--- src/trb_pkg.sv ---
// trb_pkg: offsets, field layout and reset values of the temperature result bank
// assumes a 16-bit register word addressed by a 7-bit register index
package trb_pkg;

  localparam int unsigned DATA_W = 16;
  localparam int unsigned ADDR_W = 7;

  // register indices
  localparam logic [6:0] OFS_LOCAL_RESULT   = 7'h00;
  localparam logic [6:0] OFS_REMOTE1_RESULT = 7'h01;
  localparam logic [6:0] OFS_REMOTE2_RESULT = 7'h02;
  localparam logic [6:0] OFS_TEMP_CONFIG    = 7'h0a;
  localparam logic [6:0] OFS_R1_UPPER       = 7'h64;
  localparam logic [6:0] OFS_R1_LOWER       = 7'h65;
  localparam logic [6:0] OFS_R2_UPPER       = 7'h66;
  localparam logic [6:0] OFS_R2_LOWER       = 7'h67;
  localparam logic [6:0] OFS_HYST01         = 7'h68;
  localparam logic [6:0] OFS_HYST23         = 7'h69;
  localparam logic [6:0] OFS_HYST_TEMP      = 7'h6a;
  localparam logic [6:0] OFS_POWER_DOWN     = 7'h6b;
  localparam logic [6:0] OFS_PART_ID        = 7'h6c;
  localparam logic [6:0] OFS_SW_RESET       = 7'h7c;

  // reset values
  localparam logic [15:0] RST_RESULT       = 16'h0000;
  localparam logic [15:0] RST_UPPER        = 16'h07ff;
  localparam logic [15:0] RST_LOWER        = 16'h0800;
  localparam logic [15:0] RST_HYST_IN      = 16'h0810;
  localparam logic [15:0] RST_HYST_TEMP    = 16'h2108;
  localparam logic [15:0] RST_POWER_DOWN   = 16'h0000;
  localparam logic [15:0] RST_CFG_SPI      = 16'h003c;
  localparam logic [15:0] RST_CFG_I2C      = 16'h3cff;

  // field layout
  localparam int unsigned RESULT_LSB       = 4;
  localparam int unsigned RESULT_W         = 12;
  localparam int unsigned LIMIT_W          = 12;
  localparam int unsigned NUM_DAC          = 12;
  localparam int unsigned PD_CONVERTER_BIT = 14;
  localparam int unsigned PD_REFERENCE_BIT = 13;
  localparam int unsigned PD_DAC0_BIT      = 12;
  localparam logic [15:0] PD_WRITE_MASK    = 16'h7ffe;
  localparam logic [15:0] HYST_IN_MASK     = 16'h7ffe;
  localparam logic [15:0] HYST_TEMP_MASK   = 16'h7fff;
  localparam logic [15:0] CFG_SPI_MASK     = 16'h003c;
  localparam logic [15:0] CFG_I2C_MASK     = 16'h3cff;
  localparam int unsigned CFG_SPI_SHIFT    = 2;
  localparam int unsigned CFG_I2C_SHIFT    = 10;

  // software reset key, arbitrary
  localparam logic [15:0] SW_RESET_KEY     = 16'h00a5;

endpackage

--- src/trb_bank.sv ---
// trb_bank: temperature result, limit, hysteresis, power-down and id registers
// assumes a serial engine turns host frames into single-cycle reads and writes
//
// Functional notes
// - temperatures are two's complement, one lsb is an eighth of a degree
// - local result sits in bits 15..4, bits 3..0 read zero
// - first remote result sits in bits 15..4 of its own register
// - second remote result sits left aligned in its own register
// - all result registers read zero after reset until a conversion
// - converter, reference and twelve dac power-down bits, all clear at reset
// - some reset values depend on whether the host port is spi or i2c
// - under i2c the config enables move to the upper byte, low byte resets to ones
`timescale 1ns/1ps
module trb_bank
  import trb_pkg::*;
#(
  parameter logic [15:0] PART_ID = 16'h0c0d  // arbitrary identification value
) (
  // clock and reset
  input  wire logic              clk,
  input  wire logic              rst_n,
  // host port mode, high selects i2c
  input  wire logic              host_is_i2c,
  // register access from the serial engine
  input  wire logic              reg_wr,
  input  wire logic              reg_rd,
  input  wire logic [ADDR_W-1:0] reg_addr,
  input  wire logic [15:0]       reg_wdata,
  output logic [15:0]            reg_rdata,
  output logic                   reg_rvalid,
  // conversion results
  input  wire logic              local_upd,
  input  wire logic [11:0]       local_code,
  input  wire logic              remote1_upd,
  input  wire logic [11:0]       remote1_code,
  input  wire logic              remote2_upd,
  input  wire logic [11:0]       remote2_code,
  // configuration to the analog core
  output logic                   local_sensor_en,
  output logic                   remote1_sensor_en,
  output logic                   remote2_sensor_en,
  output logic                   resistance_correction_enable,
  output logic [11:0]            remote1_upper_limit,
  output logic [11:0]            remote1_lower_limit,
  output logic [11:0]            remote2_upper_limit,
  output logic [11:0]            remote2_lower_limit,
  output logic [15:0]            input01_hysteresis,
  output logic [15:0]            input23_hysteresis,
  output logic [15:0]            temp_channel_hysteresis,
  // power-down controls
  output logic                   converter_power_down,
  output logic                   reference_power_down,
  output logic [NUM_DAC-1:0]     output_channel_power_down,
  // one-cycle pulse when software reset key is written
  output logic                   soft_reset_pulse
);

  logic        mode_i2c_r;
  logic        mode_taken_r;
  logic        soft_clr_r;
  logic [15:0] cfg_r;
  logic [15:0] r1_upper_r;
  logic [15:0] r1_lower_r;
  logic [15:0] r2_upper_r;
  logic [15:0] r2_lower_r;
  logic [15:0] hyst01_r;
  logic [15:0] hyst23_r;
  logic [15:0] hyst_temp_r;
  logic [15:0] pd_r;
  logic [15:0] rdata_nxt;
  logic [15:0] local_val;
  logic [15:0] remote1_val;
  logic [15:0] remote2_val;
  logic [3:0]  cfg_bits;
  logic        wr_any;

  assign wr_any = reg_wr;

  // result registers
  trb_result_reg #(.W(RESULT_W)) u_local (
    .clk      (clk),
    .rst_n    (rst_n),
    .clr      (soft_clr_r),
    .upd_en   (local_upd),
    .upd_code (local_code),
    .value    (local_val)
  );

  trb_result_reg #(.W(RESULT_W)) u_remote1 (
    .clk      (clk),
    .rst_n    (rst_n),
    .clr      (soft_clr_r),
    .upd_en   (remote1_upd),
    .upd_code (remote1_code),
    .value    (remote1_val)
  );

  trb_result_reg #(.W(RESULT_W)) u_remote2 (
    .clk      (clk),
    .rst_n    (rst_n),
    .clr      (soft_clr_r),
    .upd_en   (remote2_upd),
    .upd_code (remote2_code),
    .value    (remote2_val)
  );

  // host mode strap caught on the first clock after reset release
  always_ff @(posedge clk or negedge rst_n) begin
    if (!rst_n) begin
      mode_i2c_r   <= 1'b0;
      mode_taken_r <= 1'b0;
    end else if (!mode_taken_r) begin
      mode_i2c_r   <= host_is_i2c;
      mode_taken_r <= 1'b1;
    end
  end

  // software reset: key write pulses a clear of all registers
  always_ff @(posedge clk or negedge rst_n) begin
    if (!rst_n) begin
      soft_clr_r <= 1'b0;
    end else begin
      soft_clr_r <= wr_any && reg_addr == OFS_SW_RESET && reg_wdata == SW_RESET_KEY;
    end
  end

  // temperature configuration, layout follows host mode
  always_ff @(posedge clk or negedge rst_n) begin
    if (!rst_n) begin
      cfg_r <= RST_CFG_SPI;
    end else if (!mode_taken_r || soft_clr_r) begin
      cfg_r <= (mode_taken_r ? mode_i2c_r : host_is_i2c) ? RST_CFG_I2C
                                                         : RST_CFG_SPI;
    end else if (wr_any && reg_addr == OFS_TEMP_CONFIG) begin
      cfg_r <= reg_wdata & (mode_i2c_r ? CFG_I2C_MASK : CFG_SPI_MASK);
    end
  end

  assign cfg_bits = mode_i2c_r ? cfg_r[CFG_I2C_SHIFT +: 4]
                               : cfg_r[CFG_SPI_SHIFT +: 4];

  // limits and hysteresis
  always_ff @(posedge clk or negedge rst_n) begin
    if (!rst_n) begin
      r1_upper_r  <= RST_UPPER;
      r1_lower_r  <= RST_LOWER;
      r2_upper_r  <= RST_UPPER;
      r2_lower_r  <= RST_LOWER;
      hyst01_r    <= RST_HYST_IN;
      hyst23_r    <= RST_HYST_IN;
      hyst_temp_r <= RST_HYST_TEMP;
    end else if (soft_clr_r) begin
      r1_upper_r  <= RST_UPPER;
      r1_lower_r  <= RST_LOWER;
      r2_upper_r  <= RST_UPPER;
      r2_lower_r  <= RST_LOWER;
      hyst01_r    <= RST_HYST_IN;
      hyst23_r    <= RST_HYST_IN;
      hyst_temp_r <= RST_HYST_TEMP;
    end else if (wr_any) begin
      unique case (reg_addr)
        OFS_R1_UPPER:  r1_upper_r  <= {4'h0, reg_wdata[LIMIT_W-1:0]};
        OFS_R1_LOWER:  r1_lower_r  <= {4'h0, reg_wdata[LIMIT_W-1:0]};
        OFS_R2_UPPER:  r2_upper_r  <= {4'h0, reg_wdata[LIMIT_W-1:0]};
        OFS_R2_LOWER:  r2_lower_r  <= {4'h0, reg_wdata[LIMIT_W-1:0]};
        OFS_HYST01:    hyst01_r    <= reg_wdata & HYST_IN_MASK;
        OFS_HYST23:    hyst23_r    <= reg_wdata & HYST_IN_MASK;
        OFS_HYST_TEMP: hyst_temp_r <= reg_wdata & HYST_TEMP_MASK;
        default: ;
      endcase
    end
  end

  // power-down control
  always_ff @(posedge clk or negedge rst_n) begin
    if (!rst_n) begin
      pd_r <= RST_POWER_DOWN;
    end else if (soft_clr_r) begin
      pd_r <= RST_POWER_DOWN;
    end else if (wr_any && reg_addr == OFS_POWER_DOWN) begin
      pd_r <= reg_wdata & PD_WRITE_MASK;
    end
  end

  // read mux
  always_comb begin
    rdata_nxt = 16'h0000;
    unique case (reg_addr)
      OFS_LOCAL_RESULT:   rdata_nxt = local_val;
      OFS_REMOTE1_RESULT: rdata_nxt = remote1_val;
      OFS_REMOTE2_RESULT: rdata_nxt = remote2_val;
      OFS_TEMP_CONFIG:    rdata_nxt = cfg_r;
      OFS_R1_UPPER:       rdata_nxt = r1_upper_r;
      OFS_R1_LOWER:       rdata_nxt = r1_lower_r;
      OFS_R2_UPPER:       rdata_nxt = r2_upper_r;
      OFS_R2_LOWER:       rdata_nxt = r2_lower_r;
      OFS_HYST01:         rdata_nxt = hyst01_r;
      OFS_HYST23:         rdata_nxt = hyst23_r;
      OFS_HYST_TEMP:      rdata_nxt = hyst_temp_r;
      OFS_POWER_DOWN:     rdata_nxt = pd_r;
      OFS_PART_ID:        rdata_nxt = PART_ID;
      default:            rdata_nxt = 16'h0000;
    endcase
  end

  always_ff @(posedge clk or negedge rst_n) begin
    if (!rst_n) begin
      reg_rdata  <= 16'h0000;
      reg_rvalid <= 1'b0;
    end else begin
      reg_rvalid <= reg_rd;
      if (reg_rd) begin
        reg_rdata <= rdata_nxt;
      end
    end
  end

  // registered outputs to the analog core
  always_ff @(posedge clk or negedge rst_n) begin
    if (!rst_n) begin
      remote2_sensor_en            <= 1'b0;
      remote1_sensor_en            <= 1'b0;
      local_sensor_en              <= 1'b0;
      resistance_correction_enable <= 1'b0;
      remote1_upper_limit          <= 12'h000;
      remote1_lower_limit          <= 12'h000;
      remote2_upper_limit          <= 12'h000;
      remote2_lower_limit          <= 12'h000;
      input01_hysteresis           <= 16'h0000;
      input23_hysteresis           <= 16'h0000;
      temp_channel_hysteresis      <= 16'h0000;
      converter_power_down         <= 1'b0;
      reference_power_down         <= 1'b0;
      output_channel_power_down    <= '0;
      soft_reset_pulse             <= 1'b0;
    end else begin
      remote2_sensor_en            <= cfg_bits[3];
      remote1_sensor_en            <= cfg_bits[2];
      local_sensor_en              <= cfg_bits[1];
      resistance_correction_enable <= cfg_bits[0];
      remote1_upper_limit          <= r1_upper_r[LIMIT_W-1:0];
      remote1_lower_limit          <= r1_lower_r[LIMIT_W-1:0];
      remote2_upper_limit          <= r2_upper_r[LIMIT_W-1:0];
      remote2_lower_limit          <= r2_lower_r[LIMIT_W-1:0];
      input01_hysteresis           <= hyst01_r;
      input23_hysteresis           <= hyst23_r;
      temp_channel_hysteresis      <= hyst_temp_r;
      converter_power_down         <= pd_r[PD_CONVERTER_BIT];
      reference_power_down         <= pd_r[PD_REFERENCE_BIT];
      for (int i = 0; i < NUM_DAC; i++) begin
        output_channel_power_down[i] <= pd_r[PD_DAC0_BIT - i];
      end
      soft_reset_pulse             <= soft_clr_r;
    end
  end

endmodule // trb_bank

--- src/trb_result_reg.sv ---
// trb_result_reg: one read-only temperature result register
// assumes the converter pulses upd_en for one cycle with a valid code
`timescale 1ns/1ps
module trb_result_reg
  import trb_pkg::*;
#(
  parameter int unsigned W = 12
) (
  // clock and reset
  input  wire logic         clk,
  input  wire logic         rst_n,
  input  wire logic         clr,
  // converter side
  input  wire logic         upd_en,
  input  wire logic [W-1:0] upd_code,
  // register view
  output logic [15:0]       value
);

  logic [W-1:0] code_r;

  always_ff @(posedge clk or negedge rst_n) begin
    if (!rst_n) begin
      code_r <= '0;
    end else if (clr) begin
      code_r <= '0;
    end else if (upd_en) begin
      code_r <= upd_code;
    end
  end

  // left aligned, four low bits read zero
  assign value = {code_r, 4'h0};

endmodule // trb_result_reg

--- config.mk ---
export PLATFORM = sky130hd
export DESIGN_NAME = trb_bank
export DESIGN_NICKNAME = d
export VERILOG_FILES = /design/src/trb_pkg.sv /design/src/trb_bank.sv /design/src/trb_result_reg.sv
export SDC_FILE = /design/constraint.sdc
export NUM_CORES = 1
export LEC_CHECK = 0
export BUFFER_PORTS_ARGS = -buffer_cell sky130_fd_sc_hd__buf_2
export CAP_MARGIN = 20
export CORE_ASPECT_RATIO = 0.5
export CORE_MARGIN = 10
export CORE_UTILIZATION = 39
export DETAILED_ROUTE_END_ITERATION = 10
export SLEW_MARGIN = 20
export SYNTH_ARGS = -nofsm -noshare
export SYNTH_HDL_FRONTEND = slang
export SYNTH_SLANG_ARGS = --single-unit
--- constraint.sdc ---
create_clock -name clk -period 1.9 [get_ports clk]
set_input_delay 0.19 -clock clk [delete_from_list [all_inputs] [get_ports clk]]
set_output_delay 0.19 -clock clk [all_outputs]
set_load 0.005 [all_outputs]
==> flow_summary.ini <==
[synth]
synthAdderAreaFrac_pct = 0
synth_xor_area_share_pct = 0
synthMuxAreaShare_pct = 6.40
yosys.area_share.simple_pct = 16.3
synthCells = 1057
synth_area_um2 = 11400
synth_edf_count = 0
dominantRegCellSynth = dfrtp_1
synth_compound_gate_area_share_pct = 10.6
yosysSeqAreaShare_pct = 62.7
ys_ff_latch = 283
synth_top_family_by_area = simple AND/OR/NAND/NOR gates
avgSynthCellArea_um2 = 10.8
yosys_warnings = 0
async_reset_ff_share_pct = 100
ys_types = 61

[floorplan]
coreArea_um2 = 28800
die_area_um2 = 36800
start_util_pct = 39.4
io_pins = 199
die_x_um = 261
die_y_um = 141
fp-row-count = 44

[cts]
cts_buffer_depth = 3
clkTransAtPathRegs_ps = 70
cts_hold_buffers = 46
cts_resized = 0
cts_tree = built
cts-buffers-inserted = 26
cts-htree-levels = 1
ctsRootBufferMaster = clkbuf_16
cts_sinks = 283
postCtsSetupRepairBufs = 0
clk_latency_ps = 550

[sta]
rsz0062_at_grt = false
setup_slack_ps = 229
timing.final.max_slew_violations = 0
slew_headroom_pct = 49.5
fmaxAchievable_mhz = 598
finClkSkew_ps = 11.1
worst_pin_slew_ps = 756
layout_min_cycle_time_ps = 1670
hold_viol_final = 0
fin_crit_sh_pct = 87.9
setup_viol = 0
whs_ps = 16.6
setup_tns_ps = 0

[routing]
drtIter0Drc = 886
drtPass1Iterations = 5
route.detailed.wl_per_inst_um = 23.8
drc = 0
antenna_left = 0
vias = 9308
post_drt_via_cell_ratio = 5.40
routed_wl_mm = 40.9

[final_layout]
area_growth_syn_to_layout_pct = 27.0
layout-drive-gt1-share_pct = 28.0
final_cell_count_no_fill = 1723
fillers = 2653
antenna_cells = 0
fin_nets = 1379
finalInstanceArea_um2 = 14400

[grt]
grt_overflow = 0
grt_pass1_wl_mm = 61.4
grt_pass1_vias = 9419
antenna_found_initial = 1
track_usage_pct = 22.0
grt_max_degree = 73

[pwr]
leakage_nw = 6.86
vdd_drop_max_mv = 0.750
powerDensity_nw_per_um2 = 959

[worst_setup_path]
cpMaxStageDelayCell = mux4_2
cp_slowest_stage_delay_ps = 560
worstPathArrival_ps = 2110
r2r_slack_ps = 230
path_cells = mux4_2 > a32oi_1 > buf_4 > nand3_1 > o22a_1
cp-end-kind = register
worst_setup_path_start_kind = register
cp_top_family = multiplexers
cp_num_buf_inv = 1
cp.required_ps = 2340
crit_type = register to register
cp_max_fo = 3

[placement]
placed_cell_area_um2 = 13100
place_ws_ps = -48.7
io_buffer_count = 193
detailed_place_hpwl_mm = 29.9
place_inst = 1629
place_congestion = 0.936

[flow_run]
cap_violations = 0

[outcome]
status = finished, final reports clean

[hold_path]
hold_path.class = input port to register
-- worst paths after layout --
check,start,end,cells after the start
worst min-delay path,reg_wdata[1],r2_upper_r[1],3
worst min register to register,hyst23_r[13],input23_hysteresis[13],0
worst max-delay path,r2_lower_r[7],reg_rdata[7],5
max in group asynchronous,rst_n,r1_upper_r[3],3
worst max register to register,r2_lower_r[7],reg_rdata[7],5
min in group asynchronous,rst_n,cfg_r[6],2
-- per-stage QoR --
step | utilization, % | power (mW)
after global placement | 45.5 | 8.60
after CTS | 50.1 | 13.9
final | 50.1 | 13.8
after global routing | 50.1 | 14.4
after detailed placement | 45.5 | 8.63
after floorplan | - | 7.63
-- routing by layer --
| metal | global-route usage, % | part of all wire, % | up-vias |
|---|---|---|---|
| met2 | 34.4 | 46 | 390 |
| li1 | - | - | 4121 |
| met5 | 0 | 0 | - |
| met3 | 5.38 | 7.9 | 89 |
| met4 | 7.62 | 3.5 | 0 |
| met1 | 29.3 | 42 | 4708 |
-- synthesized netlist by cell type, types with 3 or more instances --
cell type | number | area (um^2)
and4bb_2 | 3 | 37.5
nor3_1 | 4 | 20.0
buf_6 | 4 | 45.0
o2bb2ai_1 | 5 | 43.8
a22o_1 | 4 | 35.0
a21o_1 | 4 | 30.0
and2_1 | 6 | 37.5
buf_4 | 11 | 82.6
nor2b_1 | 6 | 37.5
buf_2 | 22 | 110
a21oi_1 | 89 | 445
nor3b_1 | 3 | 22.5
clkbuf_1 | 45 | 169
nand3b_1 | 8 | 60.1
a22oi_1 | 22 | 165
and3_1 | 12 | 75.1
nand4_1 | 3 | 18.8
mux2_2 | 12 | 135
buf_1 | 8 | 30.0
mux2i_1 | 48 | 480
dfrtp_1 | 248 | 6210
o21ai_0 | 34 | 170
mux4_2 | 5 | 113
a311oi_1 | 3 | 26.3
a31oi_1 | 6 | 37.5
nor2_1 | 62 | 233
o31ai_1 | 3 | 22.5
nand2_1 | 237 | 890
a32oi_1 | 6 | 52.6
dfstp_2 | 35 | 920
nand3_1 | 63 | 315
-- sequential cells by signal (all words and copies together) (netlist names), 14 cells and up --
| signal | count |
|---|---|
| hyst01_r | 14 |
| hyst23_r | 14 |
| hyst_temp_r | 15 |
| input01_hysteresis | 14 |
| input23_hysteresis | 14 |
| pd_r | 14 |
| reg_rdata | 16 |
| temp_channel_hysteresis | 15 |
-- worst register-to-register path: cells and delay by family, from the launching register on --
| kind | cells | cell delay [ps] |
|---|---|---|
| AND/OR/NAND/NOR | 1 | 70 |
| multiplexers | 1 | 560 |
| AO/OA/AOI/OAI | 2 | 350 |
| buffers and inverters | 1 | 150 |
| flip-flops | 1 | 430 |
-- cell usage in the layout (no fill, tap or decap), types with 6 or more instances in the layout --
master / instances
clkbuf_16: 27
nor2_1: 62
buf_2: 192
buf_12: 13
clkbuf_8: 6
and3_1: 12
clkinv_2: 6
buf_4: 61
a21oi_1: 89
nand3b_1: 8
nand3_1: 63
dfstp_2: 35
mux2_2: 12
nor2b_1: 6
a31oi_1: 6
o21ai_0: 34
a32oi_1: 6
conb_1: 6
a22oi_1: 22
dlygate4sd3_1: 46
nand2_1: 237
dfrtp_1: 247
and2_1: 6
mux2i_1: 48
-- report_power, final --
part | switching, mW | leakage (nW) | total (mW) | internal, mW
Combinational | 0.837 | 2.93 | 1.51 | 0.669
Sequential | 0.440 | 3.52 | 7.08 | 6.64
Clock | 2.40 | 0.421 | 5.26 | 2.85
-- cells by family after synthesis --
group,after synthesis
simple gates,419
flops,283
compound gates,196
buf+inv,92
mux,65
other cells,2
-- area by class of cell --
cell class	count	area (um^2)	area share, %
clock buffers	37	773	5.36
inverters	2	7.51	0.0520
repair buffers	313	2150	14.9
flip-flops and latches	283	7130	49.4
clock inverters	11	72.6	0.503
well taps	391	489	3.39
multi-input cells	686	3810	26.4
No activity file was read; power rests on OpenSTA's default activity.
